File: config.mk
export PLATFORM = sky130hd
export DESIGN_NAME = scs_synth_cfg
export DESIGN_NICKNAME = d
export VERILOG_FILES = /design/src/scs_synth_cfg.v
export VERILOG_INCLUDE_DIRS = /design/src /design/src/src
export SDC_FILE = /design/constraint.sdc
export NUM_CORES = 1
export LEC_CHECK = 0
export ABC_AREA = 1
export BUFFER_PORTS_ARGS = -buffer_cell sky130_fd_sc_hd__buf_2
export CORE_MARGIN = 2
export CORE_UTILIZATION = 35
export CTS_CLUSTER_SIZE = 10
export DETAILED_ROUTE_END_ITERATION = 10
export GPL_ROUTABILITY_DRIVEN = 0
export SLEW_MARGIN = 30
export SYNTH_ARGS = -nofsm -noshare
export SYNTH_HDL_FRONTEND = slang
export SYNTH_SLANG_ARGS = --single-unit
File: constraint.sdc
create_clock -name i_clk_sys -period 4.2 [get_ports i_clk_sys]
set_clock_uncertainty 0.15 [all_clocks]
set_input_delay 0.21 -clock i_clk_sys [delete_from_list [all_inputs] [get_ports i_clk_sys]]
set_output_delay 0.21 -clock i_clk_sys [all_outputs]
set_load 0.005 [all_outputs]
File: src/scs_map.vh
// register layout, field positions and reset values for the synth config block
`ifndef SCS_MAP_VH
`define SCS_MAP_VH

// port-side word offsets
`define SCS_OFF_WORD2 4'h2
`define SCS_OFF_WORD3 4'h3
`define SCS_OFF_WORD4 4'h4
`define SCS_OFF_WORD5 4'h5
`define SCS_OFF_STATUS 4'h8
`define SCS_OFF_CSR_CTRL 4'h9

// register select field
`define SCS_SEL_LSB 0
`define SCS_SEL_MSB 2
`define SCS_SEL_W2 3'h2
`define SCS_SEL_W3 3'h3
`define SCS_SEL_W4 3'h4
`define SCS_SEL_W5 3'h5

// third word fields
`define SCS_W3_SLIP_EN 18
`define SCS_W3_DIVMODE_MSB 16
`define SCS_W3_DIVMODE_LSB 15
`define SCS_W3_DIVVAL_MSB 14
`define SCS_W3_DIVVAL_LSB 3
`define SCS_DIVMODE_OFF 2'h0
`define SCS_DIVMODE_FAST 2'h1
`define SCS_DIVMODE_RESYNC 2'h2

// second word fields
`define SCS_W2_REF_DBL 25
`define SCS_W2_REF_DIV2 24
`define SCS_W2_RCNT_MSB 23
`define SCS_W2_RCNT_LSB 14
`define SCS_W2_DBUF 13

// fourth word fields
`define SCS_W4_FB_SEL 23
`define SCS_W4_ODIV_MSB 22
`define SCS_W4_ODIV_LSB 20
`define SCS_W4_MTLD 10
`define SCS_W4_OUT_EN 5
`define SCS_W4_PWR_MSB 4
`define SCS_W4_PWR_LSB 3

// fifth word fields
`define SCS_W5_LDPIN_MSB 23
`define SCS_W5_LDPIN_LSB 22

// reset value and cell limit
`define SCS_RST_WORD 32'h00000000
`define SCS_MAX_CELLS 3'h7

`endif

File: src/scs_synth_cfg.v
// config words, timeout timer, reference divider and slip-reduction cell control
`timescale 1ns/1ps
`default_nettype none
`include "scs_map.vh"

// Operation
// (RQ1) third word bit 18 enables slip reduction; 0 keeps it off
// (RQ2) host sets charge pump current minimum when enabling slip reduction
// (RQ3) divider mode 10 resync, 01 fast lock, 00 clock divider off
// (RQ4) 12-bit divider value is timeout for resync and fast lock timers
// (RQ5) select 100 updates fourth word
// (RQ6) feedback select 1 takes oscillator directly, 0 takes divider output
// (RQ7) three-bit field picks output divider ratio
// (RQ8) mute-till-lock keeps output supply off until digital lock
// (RQ9) output enable bit gates primary output
// (RQ10) two bits select one of four output power levels
// (RQ11) select 101 updates fifth word
// (RQ12) fifth word bits 23:22 select lock pin mode
// (RQ13) host writes words five down to zero after power-up
// (RQ14) output frequency = comparison x (int + fraction_numerator/mod) / output divider
// (RQ15) comparison = reference x (1+D) / (R x (1+T)); the code never reads doubler bit 25, so D stays 0
// (RQ16) host keeps comparison frequency at or below 32 MHz
// (RQ17) divide-by-2 gives 50% duty comparison signal
// (RQ18) imminent slip switches on extra constant-current cell, signed by direction
// (RQ19) each further slip adds one cell, at most seven
// (RQ20) after overshoot cells switch off one at a time to none
// (RQ21) host keeps comparison duty 45% to 55% with slip reduction
// (RQ22) fractional modulus is programmable 12-bit; step = comparison / modulus
// (RQ23) select 011 updates third word
// (RQ24) second word bit 13 double-buffers output divider select
// (RQ25) a load updates only the word its select field names
module scs_synth_cfg #(
	parameter RCNT_W = 10,
	parameter CELL_W = 3
) (
	// clock and reset
	input wire i_clk_sys,
	input wire i_sys_rst,
	// register port
	input wire [3:0] i_addr,
	input wire [31:0] i_wdata,
	input wire i_wr,
	input wire i_rd,
	output reg [31:0] o_rdata,
	// loop events, from clock-domain-external analog detectors
	input wire i_lock_raw,
	input wire i_slip_raw,
	input wire i_slip_up_raw,
	input wire i_overshoot_raw,
	input wire i_ref_tick_raw,
	input wire i_apply_raw,
	// decoded controls
	output reg o_slip_en,
	output reg [1:0] o_clkdiv_mode,
	output reg [11:0] o_clkdiv_value,
	output reg o_timeout_pulse,
	output reg o_fb_direct,
	output reg [2:0] o_out_div_sel,
	output reg o_out_supply_on,
	output reg o_out_en,
	output reg [1:0] o_out_power,
	output reg [1:0] o_lock_pin_mode,
	output reg o_cmp_clk,
	output reg [CELL_W-1:0] o_extra_cells,
	output reg o_cells_source
);

	reg [31:0] word2;
	reg [31:0] word3;
	reg [31:0] word4;
	reg [31:0] word5;
	reg [2:0] odiv_pending;
	reg [11:0] timer;
	reg [RCNT_W-1:0] rcnt;
	reg ref_div_q;
	reg [3:0] loaded;
	reg [31:0] next_rdata;
	wire [1:0] lvl_s;
	wire [3:0] evt_rise;
	wire lock_s;
	wire slip_s;
	wire slip_up_s;
	wire over_s;
	wire ref_tick;
	wire apply_tick;
	wire [2:0] wsel;
	wire [RCNT_W-1:0] rdiv;
	wire ref_half;
	wire cmp_tick;

	assign wsel = i_wdata[`SCS_SEL_MSB:`SCS_SEL_LSB];
	assign rdiv = word2[`SCS_W2_RCNT_MSB:`SCS_W2_RCNT_LSB];

	// level inputs: lock and tuning direction
	scs_sync_edge #(
		.W(2)
	) u_sync_level (
		.i_clk_sys(i_clk_sys),
		.i_sys_rst(i_sys_rst),
		.i_raw({i_slip_up_raw, i_lock_raw}),
		.o_level(lvl_s),
		.o_rise()
	);
	assign lock_s = lvl_s[0];
	assign slip_up_s = lvl_s[1];

	// event inputs: only their rising edges matter
	scs_sync_edge #(
		.W(4)
	) u_sync_event (
		.i_clk_sys(i_clk_sys),
		.i_sys_rst(i_sys_rst),
		.i_raw({i_apply_raw, i_ref_tick_raw, i_overshoot_raw, i_slip_raw}),
		.o_level(),
		.o_rise(evt_rise)
	);
	assign slip_s = evt_rise[0];
	assign over_s = evt_rise[1];
	assign ref_tick = evt_rise[2];
	assign apply_tick = evt_rise[3];

	// word loads: only the select-matching word changes; the address is not decoded
	always @(posedge i_clk_sys) begin
		if (i_sys_rst) begin
			word2 <= `SCS_RST_WORD;
			word3 <= `SCS_RST_WORD;
			word4 <= `SCS_RST_WORD;
			word5 <= `SCS_RST_WORD;
		end else if (i_wr) begin
			if (wsel == `SCS_SEL_W2) begin
				word2 <= i_wdata; // RQ25
			end else if (wsel == `SCS_SEL_W3) begin
				word3 <= i_wdata; // RQ23 RQ25
			end else if (wsel == `SCS_SEL_W4) begin
				word4 <= i_wdata; // RQ5 RQ25
			end else if (wsel == `SCS_SEL_W5) begin
				word5 <= i_wdata; // RQ11 RQ25
			end
		end
	end

	// divider select: with double buffering held until an apply event
	always @(posedge i_clk_sys) begin
		if (i_sys_rst) begin
			odiv_pending <= 3'h0;
			o_out_div_sel <= 3'h0;
		end else begin
			if (i_wr && wsel == `SCS_SEL_W4) begin
				odiv_pending <= i_wdata[`SCS_W4_ODIV_MSB:`SCS_W4_ODIV_LSB];
				if (!word2[`SCS_W2_DBUF]) begin
					o_out_div_sel <=
						i_wdata[`SCS_W4_ODIV_MSB:`SCS_W4_ODIV_LSB]; // RQ7 RQ24
				end
			end else if (word2[`SCS_W2_DBUF] && apply_tick) begin
				o_out_div_sel <= odiv_pending; // RQ14 RQ24
			end
		end
	end

	// third word fields
	always @(posedge i_clk_sys) begin
		if (i_sys_rst) begin
			o_slip_en <= 1'b0;
			o_clkdiv_mode <= `SCS_DIVMODE_OFF;
			o_clkdiv_value <= 12'h000;
		end else begin
			o_slip_en <= word3[`SCS_W3_SLIP_EN]; // RQ1
			o_clkdiv_mode <=
				word3[`SCS_W3_DIVMODE_MSB:`SCS_W3_DIVMODE_LSB]; // RQ3
			o_clkdiv_value <=
				word3[`SCS_W3_DIVVAL_MSB:`SCS_W3_DIVVAL_LSB]; // RQ4
		end
	end

	// fourth word fields; output supply gated by lock when muting
	always @(posedge i_clk_sys) begin
		if (i_sys_rst) begin
			o_fb_direct <= 1'b0;
			o_out_supply_on <= 1'b0;
			o_out_en <= 1'b0;
			o_out_power <= 2'h0;
		end else begin
			o_fb_direct <= word4[`SCS_W4_FB_SEL]; // RQ6
			o_out_supply_on <= ~word4[`SCS_W4_MTLD] | lock_s; // RQ8
			o_out_en <= word4[`SCS_W4_OUT_EN]; // RQ9
			o_out_power <= word4[`SCS_W4_PWR_MSB:`SCS_W4_PWR_LSB]; // RQ10
		end
	end

	// fifth word field
	always @(posedge i_clk_sys) begin
		if (i_sys_rst) begin
			o_lock_pin_mode <= 2'h0;
		end else begin
			o_lock_pin_mode <=
				word5[`SCS_W5_LDPIN_MSB:`SCS_W5_LDPIN_LSB]; // RQ12
		end
	end

	// reference divider; toggle stage squares the output when enabled
	assign ref_half = ref_tick && (rcnt + 1'b1 >= rdiv || rdiv == 0);
	always @(posedge i_clk_sys) begin
		if (i_sys_rst) begin
			rcnt <= {RCNT_W{1'b0}};
			ref_div_q <= 1'b0;
			o_cmp_clk <= 1'b0;
		end else begin
			if (ref_tick) begin
				rcnt <= ref_half ? {RCNT_W{1'b0}} : rcnt + 1'b1; // RQ15
			end
			if (ref_half) begin
				ref_div_q <= ~ref_div_q; // RQ17
			end
			if (word2[`SCS_W2_REF_DIV2]) begin
				o_cmp_clk <= ref_div_q; // RQ17
			end else begin
				o_cmp_clk <= ref_half;
			end
		end
	end
	// one comparison tick per output period
	assign cmp_tick = ref_half &&
		(!word2[`SCS_W2_REF_DIV2] || ref_div_q);

	// timeout counter shared by resync and fast lock
	always @(posedge i_clk_sys) begin
		if (i_sys_rst) begin
			timer <= 12'h000;
			o_timeout_pulse <= 1'b0;
		end else begin
			o_timeout_pulse <= 1'b0;
			if (o_clkdiv_mode == `SCS_DIVMODE_OFF ||
				o_clkdiv_mode == 2'h3) begin
				timer <= 12'h000; // RQ3
			end else if (cmp_tick) begin
				if (timer + 1'b1 >= o_clkdiv_value) begin
					timer <= 12'h000;
					o_timeout_pulse <= 1'b1; // RQ4
				end else begin
					timer <= timer + 1'b1;
				end
			end
		end
	end

	// slip-reduction cell controller: add on slip, shed after overshoot
	localparam ST_IDLE = 2'h0;
	localparam ST_ADD = 2'h1;
	localparam ST_SHED = 2'h2;
	reg [1:0] cstate;
	always @(posedge i_clk_sys) begin
		if (i_sys_rst || !o_slip_en) begin
			cstate <= ST_IDLE;
			o_extra_cells <= {CELL_W{1'b0}};
			o_cells_source <= 1'b0;
		end else begin
			case (cstate)
			ST_IDLE: begin
				if (slip_s) begin
					o_extra_cells <= {{(CELL_W-1){1'b0}}, 1'b1}; // RQ18
					o_cells_source <= slip_up_s; // RQ18
					cstate <= ST_ADD;
				end
			end
			ST_ADD: begin
				if (over_s) begin
					cstate <= ST_SHED; // RQ20
				end else if (slip_s && o_extra_cells != `SCS_MAX_CELLS) begin
					o_extra_cells <= o_extra_cells + 1'b1; // RQ19
				end
			end
			ST_SHED: begin
				// one cell per comparison period keeps the settling gentle
				if (cmp_tick) begin
					o_extra_cells <= o_extra_cells - 1'b1; // RQ20
					if (o_extra_cells == {{(CELL_W-1){1'b0}}, 1'b1}) begin
						cstate <= ST_IDLE;
					end
				end
			end
			default: cstate <= ST_IDLE;
			endcase
		end
	end

	// which words were loaded since reset, so bring-up can spot a gap
	always @(posedge i_clk_sys) begin
		if (i_sys_rst) begin
			loaded <= 4'h0;
		end else if (i_wr) begin
			if (wsel == `SCS_SEL_W2) begin
				loaded[0] <= 1'b1;
			end else if (wsel == `SCS_SEL_W3) begin
				loaded[1] <= 1'b1;
			end else if (wsel == `SCS_SEL_W4) begin
				loaded[2] <= 1'b1;
			end else if (wsel == `SCS_SEL_W5) begin
				loaded[3] <= 1'b1;
			end
		end
	end

	// read mux: words are write-only on the pins, mirrored here for debug
	always @* begin
		next_rdata = 32'h00000000;
		if (i_addr == `SCS_OFF_WORD2) begin
			next_rdata = word2;
		end else if (i_addr == `SCS_OFF_WORD3) begin
			next_rdata = word3;
		end else if (i_addr == `SCS_OFF_WORD4) begin
			next_rdata = word4;
		end else if (i_addr == `SCS_OFF_WORD5) begin
			next_rdata = word5;
		end else if (i_addr == `SCS_OFF_STATUS) begin
			next_rdata = {20'h00000, loaded, o_cells_source, o_extra_cells,
				cstate, lock_s, o_out_supply_on};
		end else if (i_addr == `SCS_OFF_CSR_CTRL) begin
			next_rdata = {20'h00000, timer};
		end
	end

	// read data stands only in the cycle after the strobe
	always @(posedge i_clk_sys) begin
		if (i_sys_rst) begin
			o_rdata <= 32'h00000000;
		end else if (i_rd) begin
			o_rdata <= next_rdata;
		end else begin
			o_rdata <= 32'h00000000;
		end
	end

endmodule // scs_synth_cfg

// two-flop synchroniser with a third flop for rising-edge detect
module scs_sync_edge #(
	parameter W = 1
) (
	// clock and reset
	input wire i_clk_sys,
	input wire i_sys_rst,
	// asynchronous inputs
	input wire [W-1:0] i_raw,
	// synchronised level and one-cycle rise
	output wire [W-1:0] o_level,
	output wire [W-1:0] o_rise
);

	reg [W-1:0] meta;
	reg [W-1:0] stable;
	reg [W-1:0] prev;

	// only the second and third flops are read; the first may still be settling
	always @(posedge i_clk_sys) begin
		if (i_sys_rst) begin
			meta <= {W{1'b0}};
			stable <= {W{1'b0}};
			prev <= {W{1'b0}};
		end else begin
			meta <= i_raw;
			stable <= meta;
			prev <= stable;
		end
	end
	assign o_level = stable;
	// reset value matches the idle-low pins, so no false edge after reset
	assign o_rise = stable & ~prev;

endmodule // scs_sync_edge
`default_nettype wire

# After elaboration in Yosys (flattened, before gate mapping)
# Cells that the tools add are included.
[word_totals]
romBits = 0
ff_bits = 239
inputBits = 46
ramBits = 0
n_memories = 0
latchBits = 0
[classes]
div_mod_pow = 0
add_sub_neg = 4
multipliers = 0
n_bitwise = 10
n_lt_le_gt_ge = 2
muxes = 23
n_shift = 0
n_eq_ne = 22
reduce_logical = 27
[op_table]
columns = ["op", "count"]
rows = [
  ["32-bit two-way mux", 4],
  ["12-bit two-way mux", 3],
  ["3-bit two-way mux", 7],
  ["2-bit != test, second input constant", 7],
  ["12-bit by 1-bit adder with 12-bit output, second input constant", 1],
  ["12-bit >= comparator", 1],
  ["10-bit by 1-bit adder with 10-bit output, second input constant", 1],
  ["10-bit >= comparator", 1],
  ["10-bit zero test", 1],
  ["10-bit two-way mux", 1],
  ["5-bit AND reduction", 2],
  ["3-bit one-hot mux with 3 select lines", 1],
  ["4-bit by 2-bit == test with 1-bit output, second input constant", 2],
  ["4-bit by 3-bit == test with 1-bit output, second input constant", 2],
  ["4-bit == test, second input constant", 2],
  ["2-bit two-way mux", 4],
  ["4-bit AND reduction", 2],
  ["1-bit inverter", 7],
  ["3-bit by 2-bit == test with 1-bit output, second input constant", 2],
  ["3-bit == test, second input constant", 2],
  ["2-bit one-hot mux with 3 select lines", 1],
  ["2-bit AND reduction", 3],
  ["1-bit logical AND", 5],
  ["4-bit AND", 1],
  ["17 further kinds", 25],
]

# Logic depth before layout (Yosys ltp)
[logic_depth]
word_depth = 7
ltp_mapped = 18

# By module
# Synthesis repeated with hierarchy kept, for this count alone.
[hier_totals]
cells_unflattened = 1254
hier_area_um2 = 9715.6
[by_module_without_submodules]
columns = ["module", "seq_area_each_um2", "area_per_inst_um2", "cells_each", "instances"]
rows = [
  ["scs_synth_cfg", 4464.3, 9186.3, 1193, 1],
  ["scs_sync_edge (u_sync_event)", 240.2, 356.6, 41, 1],
  ["scs_sync_edge (u_sync_level)", 120.1, 172.7, 20, 1],
]

# Worst setup path after synthesis
# OpenSTA, ideal clock, no wires.
[synth_timing]
path_kind = "register -> register"
start = "register timer[0]"
end = "register timer[5]"
path_slack_ps = 1664
setup_ps = 70
required_time_ps = 3980
stages_incl_launch_ff = 16
arrival_time_ps = 2315
path_cell_list = "dfxtp_1 inv_1 nor3_2 nand2_1 nor3_2 xor2_1 inv_1 ha_1 a21oi_1 nor2_1 nor3b_1 nand4_1 nor2_4 buf_6 nand2_1 a21oi_1"
[synth_between]
elab_chain_len = 3
[synth_rtl]
columns = ["item", "line_no", "rtl"]
rows = [
  ["start: declaration", "scs_synth_cfg.v:73", "reg [11:0] timer;"],
  ["start signal: assignment", "scs_synth_cfg.v:240", "timer <= timer + 1'b1;"],
  ["12-bit by 1-bit adder with 12-bit output (*)", "scs_synth_cfg.v:236, scs_synth_cfg.v:240", ""],
  ["12-bit >= comparator", "scs_synth_cfg.v:236", "if (timer + 1'b1 >= o_clkdiv_value) begin"],
  ["12-bit two-way mux (*)", "scs_synth_cfg.v:236", ""],
]
# Every way passes the cells marked *; elsewhere a longest branch is shown, timed or not.
# A chain may end at the register's enable or synchronous reset.

# Worst setup path in the final report
[layout_timing]
start = "register rcnt[1]"
end = "register timer[4]"
[layout_between]
elab_chain_len = 5
[layout_rtl]
columns = ["item", "line_no", "rtl"]
rows = [
  ["start: declaration", "scs_synth_cfg.v:74", "reg [RCNT_W-1:0] rcnt;"],
  ["start signal: assignment", "scs_synth_cfg.v:204", "rcnt <= {RCNT_W{1'b0}};"],
  ["start signal: assignment", "scs_synth_cfg.v:209", "rcnt <= ref_half ? {RCNT_W{1'b0}} : rcnt + 1'b1;"],
  ["10-bit by 1-bit adder with 10-bit output", "scs_synth_cfg.v:201", "assign ref_half = ref_tick && (rcnt + 1'b1 >= rdiv || rdiv == 0);"],
  ["10-bit >= comparator", "scs_synth_cfg.v:201", ""],
  ["1-bit logical OR", "scs_synth_cfg.v:201", ""],
  ["1-bit logical AND", "scs_synth_cfg.v:201", ""],
  ["1-bit logical AND", "scs_synth_cfg.v:222", "assign cmp_tick = ref_half &&"],
]
# Every way passes these cells.

==> metrics.md <==
| Metric | Value |
|---|---|
| Result of the run | complete, no violations |
| Length of routed wiring on met1 | around 12000 um |
| Area added between synthesis and finish | 21.4% |
| Asr flop ratio synth | 0 |
| # H-tree levels | 1 |
| Max-Slew Margin vs Limit | 0.330 |
| Post-DR wirelength/cell | 15.3 um |
| DRT Pass-1 Iters | 5 |
| Final hold viol count | 0 |
| Core Footprint | 27000 um2 |
| Sequential cell area fraction in the yosys report | 0.498 |
| Commonest non-fill, non-tap cells in the layout | 239 x sky130_fd_sc_hd__dfxtp_1, 188 x sky130_fd_sc_hd__nand2_1, 174 x sky130_fd_sc_hd__a21oi_1 |
| ANT nets after route | 0 |
| Number of max-capacitance violations reported | 0 |
| Pins Over Slew Limit | 0 |
| Root Driver | sky130_fd_sc_hd__clkbuf_16 |
| Leakage dissipation | 0.00464 uW |
| Avg Synthesized Cell Area | 7.73 um2 |
| Most frequently used flop master after synthesis | sky130_fd_sc_hd__dfxtp_1 |
| Max rail drop VDD | 278 uV |
| Wire length on met3 | 1040 um |
| Share of post-route cells with drive strength above 1 | 0.124 |
| CP required | 4.51 ns |
| Most common library cell in the layout ignoring fill and taps | sky130_fd_sc_hd__dfxtp_1 |
| Cell area power density | around 410 nW/um2 |
| Setup tns final | 0 ns |
| Post-CTS setup buffers | 0 |
| Number of vias in the routed layout | 8380 |
| X dimension of the die | 170 um |
| Post-synth cell types | 33 |
| Yosys synthesis warning count | 0 |
| Clock net sink count | 239 |
| Arrival @ worst endpoint | around 3.3 ns |
| Initial cell density of the core | 0.356 |
| Element type at the critical path end | flop |
| Wire length of the first global-routing pass | 42000 um |
| Most area-hungry cell type in the Yosys netlist | sky130_fd_sc_hd__dfxtp_1 |
| Post-route total power | 4800 uW |
| Total number of placement rows | 60 |
| Maximum number of pins on one net before global-route repair | 56 |
| Clock Pin Slew Worst Setup and Hold Paths | 0.06 ns |
| Final wirelength | approximately 26000 um |
| Num CTS Buffers | 28 |
| Cells after synthesis | around 1200 |
| Total Routing Usage GR | 0.182 |
| Post-Layout Inst Area | 11700 um2 |
| Main area contributors after synthesis | sky130_fd_sc_hd__dfxtp_1 50%, sky130_fd_sc_hd__a21oi_1 9.1%, sky130_fd_sc_hd__nand2_1 7.4%, sky130_fd_sc_hd__inv_1 6.0%, sky130_fd_sc_hd__o21ai_0 6.0% |
| Number of global-route vias before repair | 8013 |
| Worst Path Class, Setup | reg2reg |
| Port-buffer cells | 108 |
| Post-Synthesis Net Count | approximately 1300 |
| Drt initial violations | 520 |
| Fraction of post-synthesis cell area in the top cell type by area | 0.498 |
| Net count reported at finish | 1453 |
| HPWL reported at the end of detailed placement | 17300 um |
| Post-synthesis instance area | 9600 um2 |
| Highest routed metal layer | met4 |
| Number of top-level pins | 109 |
| Routed wire length on met2 | around 13000 um |
| Unrepaired setup endpoints after global routing | no |
| #FFs+latches synth | 239 |
| Detail-routed via count per cell | 4.86 |
| Timing-limited maximum frequency | 341 MHz |
| Largest fanout of any net on the critical path | 15 |
| Instance area after placement | 10400 um2 |
| Setup violations, final | 0 |
| Antenna cells | 0 |
| Number of antenna violations at the first check in global routing | 0 |
| Die Area | approximately 29000 um2 |
| Source-to-sink clock delay at the later pin of the worst-skew pair | 0.53 ns |
| Hold Worst Slack | roughly 0.032 ns |
| Startpoint Class | flop |
| Overflow left after global routing | 0 |
| # DRC | 0 |
| Slew @ Worst Pin | roughly 1.0 ns |
| Fin crit share | 0.699 |
| Fin crit period | 2.94 ns |
| CTS max path bufs | 3 |
| Vertical die dimension | 170 um |
| Post-synth EDFFs | 0 |
| TritonCTS clock tree | built |
| HP Class | in2reg |
worst paths after layout:
| check | endpoint | depth (start not counted) | start | slack (ns) |
|---|---|---|---|---|
| max | timer[4] | 15 | rcnt[1] | 1.26 |
| min | word5[6] | 5 | i_wdata[1] | 0.03 |
| max reg2reg | timer[4] | 15 | rcnt[1] | 1.26 |
| min reg2reg | u_sync_level.o_level[0] | 2 | u_sync_level.meta[0] | 0.25 |
cells by family (layout without fill, tap and decap cells):
| group | count (synthesis) | count (layout) | synth area share |
|---|---|---|---|
| compound gates | 333 | 333 | 0.184 |
| flops | 239 | 239 | 0.498 |
| fa+ha+maj | 32 | 32 | 0.0417 |
| xor+xnor | 19 | 19 | 0.0173 |
| buf+inv | 220 | 360 | 0.0881 |
| simple gates | 399 | 399 | 0.171 |
synthesized netlist by cell type (10+ instances only):
cell                       count
sky130_fd_sc_hd__dfxtp_1     239
sky130_fd_sc_hd__nand2_1     189
sky130_fd_sc_hd__a21oi_1     174
sky130_fd_sc_hd__inv_1       154
sky130_fd_sc_hd__nor2_1      153
sky130_fd_sc_hd__o21ai_0     115
sky130_fd_sc_hd__clkbuf_1     47
sky130_fd_sc_hd__ha_1         32
sky130_fd_sc_hd__nand3_1      32
sky130_fd_sc_hd__o22ai_1      25
sky130_fd_sc_hd__xor2_1       15
sky130_fd_sc_hd__a41oi_1      12
sky130_fd_sc_hd__buf_2        10
power by group:
part	leakage (uW)	internal (uW)	switching, uW
combinational	0.00232	108	190
clock	0.000385	1280	877
sequential	0.00194	2330	23.9
layout make-up:
type,instances,area [um2]
Multi-Input combinational cell,783,3980
Clock buffer,37,786
Fill cell,2736,15300
Tap cell,341,427
Sequential cell,239,4780
Inverter,156,586
Timing Repair Buffer,167,1090
registers in the layout (all words and copies together), names as in the netlist, 10 cells and up:
register        count
word2              32
word3              32
o_clkdiv_value     12
word5              32
rcnt               10
timer              12
o_rdata            32
word4              32
critical path: stages (launching register included):
cell and delay (ns):
sky130_fd_sc_hd__dfxtp_1 0.35, sky130_fd_sc_hd__ha_1 0.20, sky130_fd_sc_hd__nand3_1 0.11, sky130_fd_sc_hd__nand3b_1 0.20, sky130_fd_sc_hd__nand3b_1 0.18, sky130_fd_sc_hd__xor2_1 0.13
sky130_fd_sc_hd__inv_1 0.07, sky130_fd_sc_hd__ha_1 0.32, sky130_fd_sc_hd__nand2_1 0.06, sky130_fd_sc_hd__nor2_1 0.12, sky130_fd_sc_hd__nand2_1 0.08, sky130_fd_sc_hd__nand2_2 0.11
sky130_fd_sc_hd__nand3_4 0.20, sky130_fd_sc_hd__nor2_4 0.35, sky130_fd_sc_hd__nand2_1 0.09, sky130_fd_sc_hd__a21oi_1 0.14
what timing repair did:
action / in CTS / in global routing
hold buffers: 44 / 0
gates resized for setup: 0 / 0
hold endpoints to repair: 137 / 0
routing by layer:
layer,vias to the layer above,global-route usage
li1,4282,-
met1,3886,0.234
met2,177,0.325
met3,35,0.0238
met4,0,0.0412
met5,-,0
stage by stage:
stage / setup slack [ns] / instances / util
final: 1.26 / 1723 / 0.432
after global routing: 0.984 / 1723 / 0.432
after CTS: 1.27 / 1723 / 0.432
after detailed placement: 1.29 / 1642 / 0.387
after global placement: 1.40 / 1642 / 0.387
after floorplan: 1.66 / 1242 / -
Note: power is estimated with default switching activity, not from simulation.
